[config.mk]
export PLATFORM = sky130hd
export DESIGN_NAME = adc_conversion_readout_control
export DESIGN_NICKNAME = d
export VERILOG_FILES = /design/src/adc_ctrl_pkg.sv /design/src/adc_conversion_readout_control.sv
export VERILOG_INCLUDE_DIRS = /design/src /design/src/src
export SDC_FILE = /design/constraint.sdc
export NUM_CORES = 1
export LEC_CHECK = 0
export BUFFER_PORTS_ARGS = -buffer_cell sky130_fd_sc_hd__buf_2
export CAP_MARGIN = 20
export CORE_UTILIZATION = 35
export DETAILED_ROUTE_END_ITERATION = 10
export GPL_TIMING_DRIVEN = 0
export SLEW_MARGIN = 20
export SYNTH_ARGS = -nofsm -noshare
export SYNTH_HDL_FRONTEND = slang
export SYNTH_SLANG_ARGS = --single-unit
[constraint.sdc]
create_clock -name core_clk_in -period 4 [get_ports core_clk_in]
set_input_delay 0 -clock core_clk_in [delete_from_list [all_inputs] [get_ports core_clk_in]]
set_output_delay 0 -clock core_clk_in [all_outputs]
set_load 0.03 [all_outputs]
[src/adc_ctrl_consts.svh]
// Constants of the conversion and serial readout control block
`ifndef ADC_CTRL_CONSTS_SVH
`define ADC_CTRL_CONSTS_SVH
`define CLK_MHZ 200
`define WAKE_TIME_US 1000
`define RST_WAIT_US 500
`define OUT_RATE_PERIOD_US 60000
`define CONV_PERIODS 2
`define RESULT_BITS 24
`define ONES_RESET_COUNT 32
`define CMD_LAST_BIT 5'h07
`define CMD_WEN_BIT 7
`define CMD_RD_BIT 6
`define CMD_RS_MSB 5
`define CMD_RS_LSB 3
`define CMD_CREAD_BIT 2
`define CMD_CREAD_ON 8'h5c
`define CMD_CREAD_OFF 8'h58
`define RS_STATUS 3'h0
`define RS_MODE 3'h1
`define RS_CONF 3'h2
`define RS_DATA 3'h3
`define LEN_BYTE 5'h08
`define LEN_HALF 5'h10
`define MD_MSB 15
`define MD_LSB 13
`define MD_CONT 3'h0
`define MD_SINGLE 3'h1
`define CONF_BO_BIT 13
`define CONF_UNI_BIT 12
`define MODE_RST 16'h0000
`define CONF_RST 16'h0000
`define BUF_DEPTH 2'h2
`endif

[src/adc_ctrl_pkg.sv]
// Types of the conversion and serial readout control block
`include "adc_ctrl_consts.svh"
package adc_ctrl_pkg;
    typedef enum logic [1:0] {
        CV_RUN = 2'b00,
        CV_WAKE = 2'b01,
        CV_OFF = 2'b10
    } conv_state_t;

    typedef enum logic [1:0] {
        PH_CMD = 2'b00,
        PH_WR = 2'b01,
        PH_RD = 2'b10
    } ser_phase_t;

    typedef struct packed {
        logic [2:0] sclk_s;
        logic [1:0] cs_s;
        logic [1:0] din_s;
        ser_phase_t ph;
        logic [4:0] in_cnt;
        logic [`RESULT_BITS-1:0] in_sh;
        logic [2:0] rs;
        logic [4:0] len;
        logic [4:0] out_cnt;
        logic [`RESULT_BITS-1:0] out_sh;
        logic cread;
        logic rdy_n;
        logic dout;
        logic oe_n;
        logic [5:0] ones;
        logic [31:0] wait_cnt;
        logic [15:0] mode;
        logic [15:0] conf;
        logic [`RESULT_BITS-1:0] data;
        conv_state_t cv;
        logic [31:0] tmr;
        logic [1:0][`RESULT_BITS-1:0] fifo;
        logic wp;
        logic rp;
        logic [1:0] cnt;
        logic flt_rst;
    } ctrl_state_t;
endpackage : adc_ctrl_pkg

[src/adc_conversion_readout_control.sv]
// Conversion sequencing and serial result readout of a sigma-delta converter
//
// Notes on behaviour
// - Single-conversion mode code powers up, converts once, then shuts down.
// - Entering single mode waits the oscillator power-up time; continuous mode converts at once.
// - A single conversion takes two output-rate periods.
// - Single mode: pin low when ready, high after read until next result.
// - Outside continuous read the held result may be read again and again.
// - After reset the converter runs continuous conversions unprompted.
// - Continuous mode: each result clears ready flag; pin low while selected.
// - Host commands a data read; result shifts out, then line returns high.
// - Command byte 0x5c enters continuous read; no per-result command then.
// - Continuous read puts each completed word on the data-out line.
// - Continuous read: each word read once; line high until next word.
// - Unfinished word is dropped and the new result loaded in its place.
// - Command 0x58 while line low leaves continuous read; DIN is watched.
// - 32 consecutive ones on DIN reset interface, filter and registers.
// - Same reset at power-up; host then waits 500 us before access.
// - Unipolar coding is straight binary.
// - Bipolar coding is offset binary.
// - Configuration polarity bit selects unipolar or bipolar coding.
// - One configuration bit switches both burnout currents together.
// - Every transaction starts with a communication register write; in continuous read the code shifts words out with none.
// - After serial reset the port expects a communication register write.
// - Finishing a data register read sets the ready flag and pin high.
`timescale 1ns/1ps
`default_nettype none
`include "adc_ctrl_consts.svh"
module adc_conversion_readout_control #(
    parameter int unsigned RES_W = `RESULT_BITS,
    parameter int unsigned WAKE_CYC = `WAKE_TIME_US * `CLK_MHZ,
    parameter int unsigned RST_WAIT_CYC = `RST_WAIT_US * `CLK_MHZ,
    parameter int unsigned RATE_CYC = `OUT_RATE_PERIOD_US * `CLK_MHZ
) (
    input wire logic core_clk_in,
    input wire logic srst_in,
    input wire logic sclk_in,
    input wire logic cs_n_in,
    input wire logic din_in,
    input wire logic [`RESULT_BITS-1:0] sample_in,
    output logic dout_out,
    output logic dout_oe_n_out,
    output logic burnout_en_out,
    output logic conv_active_out,
    output logic filter_rst_out,
    output logic serial_busy_out
);
    adc_ctrl_pkg::ctrl_state_t st_q;
    adc_ctrl_pkg::ctrl_state_t st_d;
    logic rise_ev;
    logic fall_ev;
    logic shifting;
    logic conv_end;
    logic push;
    logic pop;
    logic cmd_done;
    logic rd_done;
    logic ones_rst;
    logic single;
    logic [7:0] cmd;
    logic [`RESULT_BITS-1:0] wd;
    logic [31:0] lim;

    // ---------------------------------------------------------------
    // Decoders
    // ---------------------------------------------------------------
    function automatic logic [4:0] reg_len(input logic [2:0] rs);
        if (rs == `RS_STATUS) begin
            return `LEN_BYTE;
        end else if (rs == `RS_MODE || rs == `RS_CONF) begin
            return `LEN_HALF;
        end else if (rs == `RS_DATA) begin
            return 5'(RES_W);
        end else begin
            return `LEN_BYTE;
        end
    endfunction : reg_len

    // Values left-aligned so the shifter always takes the top bit
    function automatic logic [`RESULT_BITS-1:0] reg_val(input logic [2:0] rs,
            input adc_ctrl_pkg::ctrl_state_t s);
        reg_val = '0;
        if (rs == `RS_STATUS) begin
            reg_val[`RESULT_BITS-1] = s.rdy_n;
        end else if (rs == `RS_MODE) begin
            reg_val[`RESULT_BITS-1 -: 16] = s.mode;
        end else if (rs == `RS_CONF) begin
            reg_val[`RESULT_BITS-1 -: 16] = s.conf;
        end else if (rs == `RS_DATA) begin
            reg_val = s.data;
        end
    endfunction : reg_val

    // Filter output is two's complement, left-aligned; unipolar clamps negatives to zero
    function automatic logic [`RESULT_BITS-1:0] code(input logic [`RESULT_BITS-1:0] s,
            input logic uni);
        if (!uni) begin
            return {~s[`RESULT_BITS-1], s[`RESULT_BITS-2:0]};
        end else if (s[`RESULT_BITS-1]) begin
            return '0;
        end else begin
            // Bottom bit repeated so the top of the range reads all ones
            return {s[`RESULT_BITS-2:0], s[0]};
        end
    endfunction : code

    // Pin synchronisers survive a reset so edge detection stays clean
    function automatic adc_ctrl_pkg::ctrl_state_t rst_state(
            input adc_ctrl_pkg::ctrl_state_t cur);
        adc_ctrl_pkg::ctrl_state_t r;
        r = '0;
        r.sclk_s = cur.sclk_s;
        r.cs_s = cur.cs_s;
        r.din_s = cur.din_s;
        r.rdy_n = 1'b1;
        r.dout = 1'b1;
        r.oe_n = 1'b1;
        r.wait_cnt = 32'(RST_WAIT_CYC - 1);
        r.mode = `MODE_RST;
        r.conf = `CONF_RST;
        r.cv = adc_ctrl_pkg::CV_RUN;
        r.flt_rst = 1'b1;
        return r;
    endfunction : rst_state

    // ---------------------------------------------------------------
    // Next state
    // ---------------------------------------------------------------
    always_comb begin
        st_d = st_q;
        st_d.sclk_s = {st_q.sclk_s[1:0], sclk_in};
        st_d.cs_s = {st_q.cs_s[0], cs_n_in};
        st_d.din_s = {st_q.din_s[0], din_in};
        st_d.flt_rst = 1'b0;
        rise_ev = st_q.sclk_s[1] && !st_q.sclk_s[2] && !st_q.cs_s[1] && st_q.wait_cnt == 32'h0;
        fall_ev = !st_q.sclk_s[1] && st_q.sclk_s[2] && !st_q.cs_s[1] && st_q.wait_cnt == 32'h0;
        shifting = st_q.ph == adc_ctrl_pkg::PH_RD || (st_q.cread && !st_q.rdy_n);
        single = st_q.mode[`MD_MSB:`MD_LSB] == `MD_SINGLE;
        lim = single ? 32'(`CONV_PERIODS * RATE_CYC - 1) : 32'(RATE_CYC - 1);
        conv_end = 1'b0;
        cmd_done = 1'b0;
        rd_done = 1'b0;
        ones_rst = 1'b0;
        cmd = {st_q.in_sh[6:0], st_q.din_s[1]};
        wd = {st_q.in_sh[`RESULT_BITS-2:0], st_q.din_s[1]};
        if (st_q.wait_cnt != 32'h0) begin
            st_d.wait_cnt = st_q.wait_cnt - 32'h1;
        end
        // Conversion timing
        case (st_q.cv)
            adc_ctrl_pkg::CV_RUN: begin
                st_d.tmr = st_q.tmr + 32'h1;
                if (st_q.tmr == lim) begin
                    conv_end = 1'b1;
                    st_d.tmr = 32'h0;
                    if (single) begin
                        st_d.cv = adc_ctrl_pkg::CV_OFF;
                    end
                end
            end
            adc_ctrl_pkg::CV_WAKE: begin
                st_d.tmr = st_q.tmr + 32'h1;
                if (st_q.tmr == 32'(WAKE_CYC - 1)) begin
                    st_d.cv = adc_ctrl_pkg::CV_RUN;
                    st_d.tmr = 32'h0;
                end
            end
            default: begin
                st_d.tmr = 32'h0;
            end
        endcase
        // Serial input side
        if (rise_ev) begin
            st_d.ones = st_q.din_s[1] ? st_q.ones + 6'h1 : 6'h0;
            ones_rst = st_q.din_s[1] && st_q.ones == 6'(`ONES_RESET_COUNT - 1);
            st_d.in_sh = wd;
            if (shifting) begin
                st_d.out_cnt = st_q.out_cnt + 5'h1;
                if (st_q.out_cnt == st_q.len - 5'h1) begin
                    rd_done = 1'b1;
                    st_d.ph = adc_ctrl_pkg::PH_CMD;
                    st_d.out_cnt = 5'h0;
                    if (st_q.cread || st_q.rs == `RS_DATA) begin
                        st_d.rdy_n = 1'b1;
                    end
                end
            end
            case (st_q.ph)
                adc_ctrl_pkg::PH_CMD: begin
                    st_d.in_cnt = st_q.in_cnt + 5'h1;
                    if (st_q.in_cnt == `CMD_LAST_BIT) begin
                        st_d.in_cnt = 5'h0;
                        cmd_done = !cmd[`CMD_WEN_BIT];
                    end
                end
                adc_ctrl_pkg::PH_WR: begin
                    st_d.in_cnt = st_q.in_cnt + 5'h1;
                    if (st_q.in_cnt == st_q.len - 5'h1) begin
                        st_d.in_cnt = 5'h0;
                        st_d.ph = adc_ctrl_pkg::PH_CMD;
                        if (st_q.rs == `RS_MODE) begin
                            st_d.mode = wd[15:0];
                            st_d.tmr = 32'h0;
                            if (wd[`MD_MSB:`MD_LSB] == `MD_SINGLE) begin
                                st_d.cv = adc_ctrl_pkg::CV_WAKE;
                            end else if (wd[`MD_MSB:`MD_LSB] == `MD_CONT) begin
                                st_d.cv = adc_ctrl_pkg::CV_RUN;
                            end else begin
                                st_d.cv = adc_ctrl_pkg::CV_OFF;
                            end
                        end else if (st_q.rs == `RS_CONF) begin
                            st_d.conf = wd[15:0];
                        end
                    end
                end
                default: begin
                    st_d.in_cnt = 5'h0;
                end
            endcase
        end
        // Command decode; in continuous read only the exit byte counts
        if (cmd_done) begin
            if (st_q.cread) begin
                if (cmd == `CMD_CREAD_OFF && !st_q.rdy_n) begin
                    st_d.cread = 1'b0;
                end
            end else begin
                st_d.rs = cmd[`CMD_RS_MSB:`CMD_RS_LSB];
                st_d.len = reg_len(cmd[`CMD_RS_MSB:`CMD_RS_LSB]);
                if (!cmd[`CMD_RD_BIT]) begin
                    st_d.ph = adc_ctrl_pkg::PH_WR;
                end else if (cmd[`CMD_RS_MSB:`CMD_RS_LSB] == `RS_DATA && cmd[`CMD_CREAD_BIT]) begin
                    st_d.cread = 1'b1;
                    st_d.len = 5'(RES_W);
                end else begin
                    st_d.ph = adc_ctrl_pkg::PH_RD;
                    st_d.out_sh = reg_val(cmd[`CMD_RS_MSB:`CMD_RS_LSB], st_q);
                    st_d.out_cnt = 5'h0;
                end
            end
        end
        if (fall_ev && shifting) begin
            st_d.dout = st_q.out_sh[`RESULT_BITS-1];
            st_d.out_sh = {st_q.out_sh[`RESULT_BITS-2:0], 1'b0};
        end
        // Two-entry result buffer; a full buffer drops the new conversion
        push = conv_end && st_q.cnt != `BUF_DEPTH;
        pop = st_q.cnt != 2'h0 && (st_d.ph != adc_ctrl_pkg::PH_RD || st_d.cread);
        if (push) begin
            st_d.fifo[st_q.wp] = code(sample_in, st_q.conf[`CONF_UNI_BIT]);
            st_d.wp = !st_q.wp;
        end
        if (pop) begin
            st_d.data = st_q.fifo[st_q.rp];
            st_d.rp = !st_q.rp;
            st_d.rdy_n = 1'b0;
            if (st_d.cread) begin
                st_d.out_sh = st_q.fifo[st_q.rp];
                st_d.out_cnt = 5'h0;
            end
        end
        st_d.cnt = st_q.cnt + 2'(push) - 2'(pop);
        st_d.oe_n = st_q.cs_s[1];
        if (st_q.cs_s[1]) begin
            st_d.dout = 1'b1;
            st_d.ph = adc_ctrl_pkg::PH_CMD;
            st_d.in_cnt = 5'h0;
            st_d.out_cnt = 5'h0;
        end else if (pop && st_d.cread && !(fall_ev && shifting)) begin
            // Ready low first; the word's top bit follows on the next fall
            st_d.dout = 1'b0;
        end else if (!(st_d.ph == adc_ctrl_pkg::PH_RD || (st_d.cread && !st_d.rdy_n))) begin
            st_d.dout = st_d.rdy_n;
        end
        if (srst_in || ones_rst) begin
            st_d = rst_state(st_d);
        end
    end

    always_ff @(posedge core_clk_in) begin
        st_q <= st_d;
    end

    assign dout_out = st_q.dout;
    assign dout_oe_n_out = st_q.oe_n;
    assign burnout_en_out = st_q.conf[`CONF_BO_BIT];
    assign conv_active_out = st_q.cv != adc_ctrl_pkg::CV_OFF;
    assign filter_rst_out = st_q.flt_rst;
    assign serial_busy_out = st_q.wait_cnt != 32'h0;

    // ---------------------------------------------------------------
    // Checks
    // ---------------------------------------------------------------
    single_off_a: assert property (@(posedge core_clk_in) disable iff (srst_in)
        conv_end && single && !ones_rst |=> st_q.cv == adc_ctrl_pkg::CV_OFF && !conv_end)
        else $error("single conversion did not shut down");
    wake_hold_a: assert property (@(posedge core_clk_in) disable iff (srst_in)
        st_q.cv == adc_ctrl_pkg::CV_WAKE && st_q.tmr < 32'(WAKE_CYC - 1) && !rise_ev
        |=> st_q.cv == adc_ctrl_pkg::CV_WAKE)
        else $error("oscillator wake cut short");
    conv_restart_a: assert property (@(posedge core_clk_in) disable iff (srst_in)
        conv_end |=> st_q.tmr == 32'h0)
        else $error("conversion timer not restarted");
    ready_low_a: assert property (@(posedge core_clk_in) disable iff (srst_in)
        pop && !ones_rst |=> !st_q.rdy_n)
        else $error("ready flag not cleared on new result");
    read_high_a: assert property (@(posedge core_clk_in) disable iff (srst_in)
        rd_done && (st_q.cread || st_q.rs == `RS_DATA) && !pop && !st_q.cs_s[1]
        |=> st_q.rdy_n && st_q.dout)
        else $error("ready not raised after data read");
    cread_enter_a: assert property (@(posedge core_clk_in) disable iff (srst_in)
        cmd_done && !st_q.cread && cmd == `CMD_CREAD_ON && !ones_rst |=> st_q.cread)
        else $error("continuous read not entered");
    cread_exit_a: assert property (@(posedge core_clk_in) disable iff (srst_in)
        cmd_done && st_q.cread && cmd == `CMD_CREAD_OFF && !st_q.rdy_n |=> !st_q.cread)
        else $error("continuous read not left");
    ones_reset_a: assert property (@(posedge core_clk_in) disable iff (srst_in)
        ones_rst |=> st_q.mode == `MODE_RST && st_q.conf == `CONF_RST && filter_rst_out
        && serial_busy_out && st_q.ph == adc_ctrl_pkg::PH_CMD)
        else $error("serial reset incomplete");
    msb_first_a: assert property (@(posedge core_clk_in) disable iff (srst_in)
        fall_ev && shifting |=> st_q.dout == $past(st_q.out_sh[`RESULT_BITS-1]))
        else $error("output bit order wrong");
    deselect_a: assert property (@(posedge core_clk_in) disable iff (srst_in)
        st_q.cs_s[1] |=> dout_oe_n_out && dout_out)
        else $error("pin driven while deselected");
    bipolar_a: assert property (@(posedge core_clk_in) disable iff (srst_in)
        push && !st_q.conf[`CONF_UNI_BIT] && !ones_rst
        |=> st_q.fifo[$past(st_q.wp)][`RESULT_BITS-1] != $past(sample_in[`RESULT_BITS-1]))
        else $error("offset binary sign wrong");
endmodule : adc_conversion_readout_control
`default_nettype wire

==> impl_results.md <==
- Setup crit start kind: flip-flop
- Synth-to-Final Area Change: 17.7%
- Cell Pwr Density: 443 nW/um2
- EDFF count, synth: 0
- Via count: around 9600
- CTS tree: built
- Max-Cap Viols: 0
- Crit-path max FO: 10
- Initial Util: 35.8%
- Chip width: around 180 um
- Fillcell total: between 3000 and 4000
- Crit end category: flip-flop
- Starting DRC count in detailed routing: 675
- DR WL/cell: 15.8 um
- Crit Path Class: flip-flop to flip-flop
- RePlAce Congestion: slightly above 0.8
- Fin Hold WS: 0.0714 ns
- First-pass GRT wire length: 47.3 mm
- Clk buf depth: 3
- Total power: 5.91 mW
- Initial antenna violation count: 0
- Root Driver: clkbuf_16
- Worst Tran Pin Value: 0.948 ns
- Net Count, Synth: 1345
- Gr usage total: 17.4%
- Number of diodes: 0
- Routed Antenna Nets: 0
- Row count: 65
- Worst-path clk slew: 0.06 ns
- Footprint of the multi-input gates: approximately 6000 um2
- Largest net degree at the start of global routing: 16
- Clock Skews: 0.0331 ns
- Most used DFF post-synth: dfxtp_1
- Synth Register Bits: ~250
- Grt ovf: 0
- CP required: 4.43 ns
- Sink Count: 248
- Dpl hpwl: a little over 20 mm
- Slew HR: between 30% and 40%
- Storage cell area: slightly below 5000 um2
- Pleak: about 4.9 nW
- Final Critical Period: 3.68 ns
- Die Height: 182 um
- DRC: 0
- Synth warn: 0
- 1st-pass router iterations: 5
- H-Tree Depth: 1
- R2r setup slk: 0.32 ns
- Vias in the first global route: between 9000 and 10000
- RSZ-0062 raised after global routing: false
- Status: completed
- Full die area: 33100 um2
- Async SR Flop Fraction: 0%
- Routed WL: roughly 29 mm
- Mapped Avg Cell Area: 8.67 um2
- Worst ir drop on vdd: 0.000344 V
- CTS Buf Count: 28
- Mapped Cells: ~1300
- Count of cell types in the netlist: 64
- Port bufs: 34
- Netlist area before placement: around 11000 um2
- Final setup vio count: 0
- DR vias/cell: approximately 5.2
- Class of the worst hold path: primary input to flip-flop
- Fin nets: 1446
- Critical Path AT: 4.11 ns
- Boundary Pins: 35
- Ratio of cells with drive above 1 in the final layout: a little over a tenth
- Hold Fails Final Rpt: 0
- Max-slew violation count: 0
- Core ar.: 31700 um2
- Crit share post-route: 92.0%
- Seq/Total Area, Yosys: 43.8%
- Worst skew pair latency: 0.57 ns
- Maximum clock frequency: 272 MHz
layer usage:
layer	GRT usage, %	share of wire [%]	up-vias
met4	5.85	2.9	0
met2	29.0	46	178
met3	2.15	3.9	53
met1	23.3	47	4539
li1	-	-	4797
met5	0	0	-
stage by stage:
stage          setup TNS [ns]  cells  setup WS (ns)  instance area, um2  util, %
2_1_floorplan               0   1308          0.754               11300        -
3_3_place_gp          -0.0429   1744        -0.0429               12000     37.9
4_1_cts                     0   1833          0.144               13300     42.1
3_5_place_dp          -0.0907   1744        -0.0907               12000     37.9
5_1_grt                     0   1833        0.00300               13400     42.1
6_report                    0   1833          0.320               13400     42.1
sequential cells by signal, indices dropped and copies added, names as in the netlist:
name	flops
dout_oe_n_out	1
cmd	8
burnout_en_out	1
filter_rst_out	1
dout_out	1
st_q	236
kinds of logic after synthesis:
kind of cell,synth area share [%]
AO/OA/AOI/OAI,13.7
adder cells (fa/ha/maj),0.882
flip-flops,43.8
buffers and inverters,4.06
AND/OR/NAND/NOR,23.0
multiplexers,9.46
XOR/XNOR,5.10
timing repair:
action	CTS	global route
endpoints found under the hold margin	57	0
pin swaps	0	1
buffers inserted	0	0
resized for setup	1	2
setup endpoints to repair	1	1
hold buffers	37	0
area by class of cell:
class / instances / share of cell area, %
repair buffers: 71 / 4.05
plain buffers: 90 / 3.02
flip-flops and latches: 248 / 37.2
well taps: 402 / 3.77
inverters: 16 / 0.450
clock inverters: 14 / 0.965
clock buffers: 38 / 6.13
multi-input cells: 954 / 44.4
cells in the final DEF (no fill, tap or decap), types with 3 or more instances in the layout:
cell type	instances
nor3b_1	6
and4_1	4
nor2_1	233
clkbuf_16	28
o21ai_0	13
buf_2	56
dfxtp_1	248
o21a_1	10
clkbuf_1	53
buf_1	8
mux2_2	16
a22oi_1	18
xnor2_1	34
or3_1	13
ha_1	8
xor2_1	32
nand3_1	29
or4_1	7
nor4_1	13
inv_1	15
nand2b_1	10
clkbuf_8	8
nor2b_1	35
mux2i_1	87
buf_4	7
and3_1	7
a31oi_1	3
a21oi_1	93
nand4_1	15
nand2_1	86
dlygate4sd3_1	37
nor4_2	6
nor3_1	46
nand4b_1	5
a211oi_1	83
and2_1	4
clkinv_2	10
cell usage after synthesis, types with 8 or more instances:
cell      number  area share, %
dfxtp_1      248             44
nor2_1       233            7.7
a21oi_1       93            4.1
mux2i_1       87            7.7
nand2_1       86            2.8
a211oi_1      83            5.5
clkbuf_1      51            1.7
nor3_1        46            2.0
nor2b_1       35            1.9
xnor2_1       34            2.6
xor2_1        32            2.5
nand3_1       29            1.3
buf_2         23            1.0
a22oi_1       18            1.2
mux2_2        16            1.6
inv_1         15           0.50
nand4_1       15           0.83
nor4_1        14           0.77
o21ai_0       13           0.57
or3_1         13           0.72
nand2b_1      10           0.55
o21a_1        10           0.66
buf_1          8           0.26
ha_1           8           0.88
final timing paths:
check	cells after the start	to	from
worst min-delay path	2	st_q[253]	din_in
worst max register to register	18	st_q[2]	st_q[143]
worst max-delay path	18	st_q[2]	st_q[143]
worst min register to register	0	st_q[256]	st_q[255]
where the power goes:
part           internal (mW)  switching, mW  leakage, nW
registers               2.60         0.0837         2.01
clock network           1.50           1.06        0.476
logic                  0.272          0.388         2.45
worst max-delay path, cell delays in order, from the launching register on:
cell and delay (ns):
dfxtp_1 0.32, inv_1 0.09, ha_1 0.14, nor4b_2 0.26, and4_1 0.24, buf_4 0.14
and4_1 0.20, buf_2 0.19, a41oi_1 0.17, a311oi_2 0.39, or2_1 0.15, buf_2 0.18
clkbuf_4 0.27, ha_1 0.26, inv_1 0.06, ha_1 0.14, xor2_1 0.18, xnor2_1 0.15
nor2_1 0.05
(Power assumes the default switching activity.)
